### config.mk
export PLATFORM = sky130hd
export DESIGN_NAME = sbt_tap
export DESIGN_NICKNAME = d
export VERILOG_FILES = /design/src/rtl/sbt_pkg.sv /design/src/rtl/sbt_tap.sv /design/src/rtl/sbt_link_sync.sv /design/src/rtl/sbt_bsr.sv
export VERILOG_INCLUDE_DIRS = /design/src /design/src/rtl
export SDC_FILE = /design/constraint.sdc
export NUM_CORES = 1
export LEC_CHECK = 0
export BUFFER_PORTS_ARGS = -buffer_cell sky130_fd_sc_hd__buf_4
export CAP_MARGIN = 40
export CORE_MARGIN = 5
export CORE_UTILIZATION = 59
export CTS_BUF_LIST = sky130_fd_sc_hd__clkbuf_8
export DETAILED_ROUTE_END_ITERATION = 12
export PLACE_DENSITY = 0.81
export RECOVER_POWER = 50
export SLEW_MARGIN = 20
export SYNTH_ARGS = -nofsm -noshare
export SYNTH_HDL_FRONTEND = slang
export SYNTH_SLANG_ARGS = --single-unit
### constraint.sdc
create_clock -name clock -period 18.27 [get_ports clock]
set_input_delay 0.9135 -clock clock [delete_from_list [all_inputs] [get_ports clock]]
set_output_delay 0.9135 -clock clock [all_outputs]
set_load 0.05 [all_outputs]
### src/rtl/sbt_consts.svh
// Constants of the boundary-scan test port: opcodes, register sizes and cell positions.
// Assumes inclusion by bare name from the package and the design modules.
`ifndef SBT_CONSTS_SVH
`define SBT_CONSTS_SVH

`define SBT_IR_WIDTH       3
`define SBT_IR_CAPTURE     3'h1
`define SBT_OP_EXTEST      3'h0
`define SBT_OP_IDCODE      3'h1
`define SBT_OP_SAMPLEZ     3'h2
`define SBT_OP_SAMPLE      3'h4
`define SBT_OP_BYPASS      3'h7
`define SBT_ID_WIDTH       32
// Identification value is arbitrary and names no maker; bit 0 stays one.
`define SBT_ID_VALUE       32'h0a5c_3e01
`define SBT_BSR_LEN        109
`define SBT_OE_CELL        108
`define SBT_RESET_TMS_HIGH 3'h5

`endif

### src/rtl/sbt_pkg.sv
// Types shared by the boundary-scan test port modules.
// Assumes the constants header sits beside it.
`include "sbt_consts.svh"

package sbt_pkg;

  typedef enum logic [3:0] {
    ST_EXIT2_DR = 4'h0,
    ST_EXIT1_DR = 4'h1,
    ST_SHIFT_DR = 4'h2,
    ST_PAUSE_DR = 4'h3,
    ST_SEL_IR   = 4'h4,
    ST_UPD_DR   = 4'h5,
    ST_CAP_DR   = 4'h6,
    ST_SEL_DR   = 4'h7,
    ST_EXIT2_IR = 4'h8,
    ST_EXIT1_IR = 4'h9,
    ST_SHIFT_IR = 4'ha,
    ST_PAUSE_IR = 4'hb,
    ST_IDLE     = 4'hc,
    ST_UPD_IR   = 4'hd,
    ST_CAP_IR   = 4'he,
    ST_RESET    = 4'hf
  } sbt_state_type;

  typedef logic [`SBT_IR_WIDTH-1:0] sbt_instr_type;

endpackage

### src/rtl/sbt_tap.sv
// Boundary-scan test access port of a burst memory: controller, instruction,
// bypass, identification and boundary registers, sampled on the system clock.
// Assumes the test clock is much slower than clock and pads pull TMS and TDI up.
`timescale 1ns/1ps
`default_nettype none
`include "sbt_consts.svh"

module sbt_tap
  import sbt_pkg::*;
#(
  parameter int               BSR_LEN  = `SBT_BSR_LEN,
  parameter int               OE_CELL  = `SBT_OE_CELL,
  parameter logic [31:0]      ID_VALUE = `SBT_ID_VALUE
) (
  input  wire logic               clock,
  input  wire logic               reset,
  input  wire logic               testClock,
  input  wire logic               testModeSelect,
  input  wire logic               testDataIn,
  output logic                    testDataOut,
  output logic                    testDataOutEnable_n,
  input  wire logic [BSR_LEN-1:0] pinRing,
  output logic      [BSR_LEN-1:0] bsrDrive,
  output logic                    extestActive,
  output logic                    readBusHighZ
);

  logic [2:0]         linkSync;
  logic               tckPrev_q;
  logic               tckRise;
  logic               tckFall;
  logic               tmsS;
  logic               tdiS;
  logic [BSR_LEN-1:0] pinSync;
  sbt_state_type      state_q;
  sbt_state_type      state_d;
  sbt_instr_type      irShift_q;
  sbt_instr_type      instr_q;
  logic [31:0]        idShift_q;
  logic               bypass_q;
  logic               selBsr;
  logic               selId;
  logic               inShift;
  logic               bsrOut;
  logic               drOut;
  logic               tdo_q;
  logic               tdoEn_n_q;
  logic               extest_q;
  logic               highZ_q;

  // TMS and TDI reset to one, the level the pad pull-ups give an open pin.
  sbt_link_sync #(
    .WIDTH      (3),
    .RESET_BITS (3'h6)
  ) u_link_sync (
    .clock   (clock),
    .reset   (reset),
    .asyncIn ({testDataIn, testModeSelect, testClock}),
    .syncOut (linkSync)
  );

  // The pin ring is captured asynchronously to its own traffic, so a value in
  // transition may be caught either way; the memory itself is never touched.
  sbt_link_sync #(
    .WIDTH      (BSR_LEN),
    .RESET_BITS ('0)
  ) u_pin_sync (
    .clock   (clock),
    .reset   (reset),
    .asyncIn (pinRing),
    .syncOut (pinSync)
  );

  assign tmsS = linkSync[1];
  assign tdiS = linkSync[2];

  always_ff @(posedge clock or posedge reset) begin
    if (reset) begin
      tckPrev_q <= 1'b0;
    end else begin
      tckPrev_q <= linkSync[0];
    end
  end

  // A test clock held low never produces a rise, so an unused port stays reset.
  assign tckRise = linkSync[0] & ~tckPrev_q;
  assign tckFall = ~linkSync[0] & tckPrev_q;

  // Controller transition graph; TMS high from any state reaches reset within five rises.
  always_comb begin
    state_d = state_q;
    case (state_q)
      ST_RESET:    state_d = tmsS ? ST_RESET    : ST_IDLE;
      ST_IDLE:     state_d = tmsS ? ST_SEL_DR   : ST_IDLE;
      ST_SEL_DR:   state_d = tmsS ? ST_SEL_IR   : ST_CAP_DR;
      ST_CAP_DR:   state_d = tmsS ? ST_EXIT1_DR : ST_SHIFT_DR;
      ST_SHIFT_DR: state_d = tmsS ? ST_EXIT1_DR : ST_SHIFT_DR;
      ST_EXIT1_DR: state_d = tmsS ? ST_UPD_DR   : ST_PAUSE_DR;
      ST_PAUSE_DR: state_d = tmsS ? ST_EXIT2_DR : ST_PAUSE_DR;
      ST_EXIT2_DR: state_d = tmsS ? ST_UPD_DR   : ST_SHIFT_DR;
      ST_UPD_DR:   state_d = tmsS ? ST_SEL_DR   : ST_IDLE;
      ST_SEL_IR:   state_d = tmsS ? ST_RESET    : ST_CAP_IR;
      ST_CAP_IR:   state_d = tmsS ? ST_EXIT1_IR : ST_SHIFT_IR;
      ST_SHIFT_IR: state_d = tmsS ? ST_EXIT1_IR : ST_SHIFT_IR;
      ST_EXIT1_IR: state_d = tmsS ? ST_UPD_IR   : ST_PAUSE_IR;
      ST_PAUSE_IR: state_d = tmsS ? ST_EXIT2_IR : ST_PAUSE_IR;
      ST_EXIT2_IR: state_d = tmsS ? ST_UPD_IR   : ST_SHIFT_IR;
      ST_UPD_IR:   state_d = tmsS ? ST_SEL_DR   : ST_IDLE;
      default:     state_d = ST_RESET;
    endcase
  end

  always_ff @(posedge clock or posedge reset) begin
    if (reset) begin
      state_q <= ST_RESET;
    end else if (tckRise) begin
      state_q <= state_d;
    end
  end

  always_ff @(posedge clock or posedge reset) begin
    if (reset) begin
      irShift_q <= `SBT_IR_CAPTURE;
      instr_q   <= `SBT_OP_IDCODE;
    end else if (tckRise) begin
      // The rise that enters reset restores the instruction, so a reset controller
      // never runs on with the old one for a whole test clock period.
      if (state_d == ST_RESET) begin
        instr_q <= `SBT_OP_IDCODE;
      end
      case (state_q)
        ST_CAP_IR:   irShift_q <= `SBT_IR_CAPTURE;
        ST_SHIFT_IR: irShift_q <= {tdiS, irShift_q[2:1]};
        ST_UPD_IR:   instr_q   <= irShift_q;
        default:     ;
      endcase
    end
  end

  // Reserved opcodes fall through to bypass, the shortest harmless path.
  assign selBsr = (instr_q == `SBT_OP_EXTEST) || (instr_q == `SBT_OP_SAMPLE)
               || (instr_q == `SBT_OP_SAMPLEZ);
  assign selId  = (instr_q == `SBT_OP_IDCODE);

  always_ff @(posedge clock or posedge reset) begin
    if (reset) begin
      idShift_q <= '0;
      bypass_q  <= 1'b0;
    end else if (tckRise) begin
      if (state_q == ST_CAP_DR) begin
        if (selId) begin
          idShift_q <= ID_VALUE;
        end
        if (!selBsr && !selId) begin
          bypass_q <= 1'b0;
        end
      end else if (state_q == ST_SHIFT_DR) begin
        if (selId) begin
          idShift_q <= {tdiS, idShift_q[31:1]};
        end
        if (!selBsr && !selId) begin
          bypass_q <= tdiS;
        end
      end
    end
  end

  // One cell per bump, spare bumps included, sized by BSR_LEN.
  sbt_bsr #(
    .LEN     (BSR_LEN),
    .OE_CELL (OE_CELL)
  ) u_bsr (
    .clock     (clock),
    .reset     (reset),
    .capture   (tckRise && state_q == ST_CAP_DR && selBsr),
    .shift     (tckRise && state_q == ST_SHIFT_DR && selBsr),
    .update    (tckRise && state_q == ST_UPD_DR && selBsr),
    .presetOe  (tckRise && state_d == ST_RESET),
    .serialIn  (tdiS),
    .pinRing   (pinSync),
    .serialOut (bsrOut),
    .held_q    (bsrDrive)
  );

  assign inShift = (state_q == ST_SHIFT_DR) || (state_q == ST_SHIFT_IR);

  always_comb begin
    if (selBsr) begin
      drOut = bsrOut;
    end else if (selId) begin
      drOut = idShift_q[0];
    end else begin
      drOut = bypass_q;
    end
  end

  // TDO is retimed at the fall so the far end samples it stable at the next rise.
  always_ff @(posedge clock or posedge reset) begin
    if (reset) begin
      tdo_q     <= 1'b0;
      tdoEn_n_q <= 1'b1;
    end else if (tckFall) begin
      tdo_q     <= (state_q == ST_SHIFT_IR) ? irShift_q[0] : drOut;
      tdoEn_n_q <= ~inShift;
    end
  end

  assign testDataOut         = tdo_q;
  assign testDataOutEnable_n = tdoEn_n_q;

  always_ff @(posedge clock or posedge reset) begin
    if (reset) begin
      extest_q <= 1'b0;
      highZ_q  <= 1'b0;
    end else begin
      extest_q <= (instr_q == `SBT_OP_EXTEST);
      highZ_q  <= (instr_q == `SBT_OP_SAMPLEZ)
               || ((instr_q == `SBT_OP_EXTEST) && !bsrDrive[OE_CELL]);
    end
  end

  assign extestActive = extest_q;
  assign readBusHighZ = highZ_q;

  // Checking logic.
  logic [2:0] tmsHighCount;

  always_ff @(posedge clock or posedge reset) begin
    if (reset) begin
      tmsHighCount <= 3'h0;
    end else if (tckRise) begin
      if (!tmsS) begin
        tmsHighCount <= 3'h0;
      end else if (tmsHighCount != `SBT_RESET_TMS_HIGH) begin
        tmsHighCount <= tmsHighCount + 3'h1;
      end
    end
  end
endmodule

`default_nettype wire

### src/rtl/sbt_link_sync.sv
// Two-stage synchroniser for levels arriving from outside the clock domain.
// Assumes each bit is an independent level; no bus coherency is offered.
`timescale 1ns/1ps
`default_nettype none

module sbt_link_sync #(
  parameter int                WIDTH      = 1,
  parameter logic [WIDTH-1:0]  RESET_BITS = '0
) (
  input  wire logic             clock,
  input  wire logic             reset,
  input  wire logic [WIDTH-1:0] asyncIn,
  output logic      [WIDTH-1:0] syncOut
);

  logic [WIDTH-1:0] stage1_q;

  // The first stage feeds only the second stage.
  always_ff @(posedge clock or posedge reset) begin
    if (reset) begin
      stage1_q <= RESET_BITS;
      syncOut  <= RESET_BITS;
    end else begin
      stage1_q <= asyncIn;
      syncOut  <= stage1_q;
    end
  end

endmodule

`default_nettype wire

### src/rtl/sbt_bsr.sv
// Boundary scan register: one shift cell and one held cell per package bump.
// Assumes capture, shift and update are single-cycle strobes aligned to test clock rises.
`timescale 1ns/1ps
`default_nettype none
`include "sbt_consts.svh"

module sbt_bsr
  import sbt_pkg::*;
#(
  parameter int LEN     = `SBT_BSR_LEN,
  parameter int OE_CELL = `SBT_OE_CELL
) (
  input  wire logic           clock,
  input  wire logic           reset,
  input  wire logic           capture,
  input  wire logic           shift,
  input  wire logic           update,
  input  wire logic           presetOe,
  input  wire logic           serialIn,
  input  wire logic [LEN-1:0] pinRing,
  output logic                serialOut,
  output logic      [LEN-1:0] held_q
);

  logic [LEN-1:0] shift_q;

  assign serialOut = shift_q[0];

  genvar i;
  generate
    for (i = 0; i < LEN; i++) begin : g_cell
      logic nextBit;
      // Serial data enters at the top cell and leaves at cell zero.
      if (i == LEN - 1) begin : g_top
        assign nextBit = serialIn;
      end else begin : g_mid
        assign nextBit = shift_q[i+1];
      end

      always_ff @(posedge clock or posedge reset) begin
        if (reset) begin
          shift_q[i] <= 1'b0;
        end else if (capture) begin
          shift_q[i] <= pinRing[i];
        end else if (shift) begin
          shift_q[i] <= nextBit;
        end
      end

      always_ff @(posedge clock or posedge reset) begin
        if (reset) begin
          held_q[i] <= (i == OE_CELL);
        end else if (presetOe && (i == OE_CELL)) begin
          held_q[i] <= 1'b1;
        end else if (update) begin
          held_q[i] <= shift_q[i];
        end
      end
    end
  endgenerate

endmodule

`default_nettype wire

==> impl_metrics.ini <==
[placed_design]
post-place-ws_ps = 15280
gp_congestion = 0.798
port_buffers = 226
dp_hpwl_mm = 21.1

[layout]
drive_gt1_share_pct = 31.5
syn_to_final_growth_pct = 21.6
num-fill-cells = 1792
finalNetCount = 1533
final_core_util_pct = 73.1

[run_status]
status = complete, but fails checks
violations = capacitance limit, slew limit

[pwr]
powerDensity_nw_per_um2 = 169
p_sw_uw = 1250
power_frac_clock_pct = 26.0
internal_power_uw = 2200
comb_power_share_pct = 29.5
switching_share_pct = 36.1
vdd_drop_max_mv = 0.122
p_leak_uw = 0.0106
pwr-share-seq_pct = 44.6
finalPower_uw = 3450

[synth]
synthTopCellsByCount = dfrtp_1 (478), nand2_1 (179), o21ai_0 (130), mux2i_1 (109), mux2_2 (92)
syn_area_per_cell_sq_um = 14.4
postSynthNetCount = 1276
ys.flop_type = dfrtp_1
yosysWarnings = 0
synth_top_area_share_pct = 71.3
ys_ff_latch = 490
synth-edff-count = 0
synthCells = 1162
yosys.cell_count.top_type = dfrtp_1
synth_area_sq_um = 16800
yosys.area.top_type = dfrtp_1
synth_cell_types = 40
yosysSeqAreaShare_pct = 73.2
yosys-top-cells-area = dfrtp_1 (71%), mux2i_1 (6.5%), mux2_2 (6.2%)
async_reset_ff_share_pct = 100

[worst_setup_path]
path_buf_inv = 3
crit_chain = clkbuf_4 -> clkinvlp_2 -> clkbuf_1
ff2ff_path_depth = 5
worstPathArrival_ps = 5670
cpPeakStageDelay_ps = 3450
cp.required_ps = 17790
timing.rr.start = state_q[2]
cp_slowest_cell = clkbuf_1
crit_fanout = 97
r2r_end = u_bsr.held_q[81]
end_kind = asynchronous set/reset pin
rrSetupSlack_ps = 14590
path_class = in2async
crit_family = buffers and inverters
critPathLaunchType = primary input

[sta]
hold_viol_final = 0
rsz0062_at_grt = no
skew_ps = 25.8
fin_ws_ps = 12120
fin_crit_sh_pct = 33.6
setup_viol = 0
fmax_mhz = 163
slew_viol_final = 143
finalCriticalPeriod_ps = 6150
worst_slew_pin_slew_ps = 4840
relSlewSlack_pct = -222
finalSetupTns_ps = 0

[global_routing]
grt_antenna_before_repair = 5
grt_util_all_layers_pct = 21.3
grt_max_degree = 187
gr-total-overflow = 0
grt_pass1_wl_mm = 53.6
grt_pass1_vias = 10400

[routing]
via_per_inst = 5.23
drc = 0
drt-initial-drc-count = 685
drt-total-wl_mm = 32.7
wl_per_cell_um = 17.6
ant_nets = 0
first_pass_iters = 5
vias = 9718

[die]
dieWidth_um = 179
start_util_pct = 60.1
core_sq_um = 27900
rows = 61
die_area_sq_um = 31900
io_pins = 227
die_h_um = 179

[worst_hold_path]
hold_path.class = reg2reg
worstHoldStart = u_pin_sync.stage1_q[67]
whs_endpoint = u_pin_sync.syncOut[67]
timing.hold.worst_path_depth = 0

[clock_tree]
cts-root-buf = clkbuf_8
cts_sinks = 490
clk_pin_slew_worst_paths_ps = 60
cts.htree.levels = 3
cts_tree = built
clkLatencyLatePin_ps = 570
post_cts_buffers = 0
cts_resized = 0
cts.path.max_buffers = 3
cts_hold_buf = 0
cts_buffers = 76

[run]
max_cap_viol_count = 2
-- state kept, by name (all words and copies together) (netlist names), 4 cells and up --
| name | cells |
|---|---|
| idShift_q | 32 |
| state_q | 4 |
| u_bsr.g_cell.nextBit | 108 |
| u_bsr.held_q | 109 |
| u_pin_sync.stage1_q | 109 |
| u_pin_sync.syncOut | 109 |
-- area by class of cell --
| cell class | count | area [sq um] | share of cell area (%) |
|---|---|---|---|
| Sequential cell | 490 | 12300 | 60.2 |
| Multi-Input combinational cell | 604 | 4210 | 20.6 |
| Timing Repair Buffer | 243 | 1870 | 9.18 |
| Clock buffer | 101 | 1390 | 6.81 |
| Tap cell | 378 | 473 | 2.32 |
| Clock inverter | 36 | 170 | 0.834 |
| Inverter | 4 | 16.3 | 0.0797 |
| Antenna cell | 1 | 2.50 | 0.0123 |
-- per-stage QoR --
stage	hold slack (ps)	instance area, sq um	std cells
6_report	331	20400	1857
5_1_grt	346	20400	1857
4_1_cts	298	20500	1856
3_5_place_dp	335	19000	1719
3_3_place_gp	332	18800	1711
2_1_floorplan	331	16800	1162
-- cell families after synthesis --
group	share of synthesized area, %
AO/OA/AOI/OAI	4.59
buffers and inverters	1.80
AND/OR/NAND/NOR	6.08
flip-flops	73.2
multiplexers	14.4
-- worst max path at each step --
stage	from	to	slack (ps)	depth (start not counted)
floorplan	reset	bypass_q	3700	1
global placement	reset	u_bsr.g_cell[68].nextBit	14640	4
detailed placement	state_q[2]	u_bsr.held_q[78]	15280	5
CTS	state_q[2]	u_bsr.held_q[81]	15250	5
global route	reset	u_bsr.held_q[103]	10680	3
finish	reset	u_bsr.held_q[105]	12120	3
-- metal layers --
layer	wire length [um]	GRT usage, %	up-vias
met2	16200	34.2	271
met3	1950	5.34	87
li1	-	-	4453
met5	62	0	-
met4	1040	7.74	8
met1	13500	28.7	4899
-- power groups by stage --
stage | logic [uW] | registers, uW | clock network, uW
after global placement | 994 | 1540 | 0
final | 1020 | 1540 | 896
after CTS | 1030 | 1540 | 920
after detailed placement | 1030 | 1550 | 0
after global routing | 1090 | 1570 | 972
after floorplan | 360 | 1860 | 0
-- cells in the final DEF (no fill, tap or decap), drive strengths merged, types with 2 or more instances in the layout --
| master | instances |
|---|---|
| dfrtp | 478 |
| buf | 129 |
| a22o | 2 |
| o21ai | 130 |
| clkinv | 9 |
| mux2i | 109 |
| nand4 | 2 |
| nand2b | 4 |
| nor2 | 11 |
| inv | 28 |
| a21oi | 4 |
| dfstp | 12 |
| nor2b | 4 |
| nor3 | 2 |
| nand2 | 179 |
| clkinvlp | 3 |
| mux2 | 111 |
| nand3 | 24 |
| clkbuf | 215 |
| o31ai | 2 |
| nor3b | 2 |
| a21boi | 2 |
Note: power is estimated with default switching activity, not from simulation.
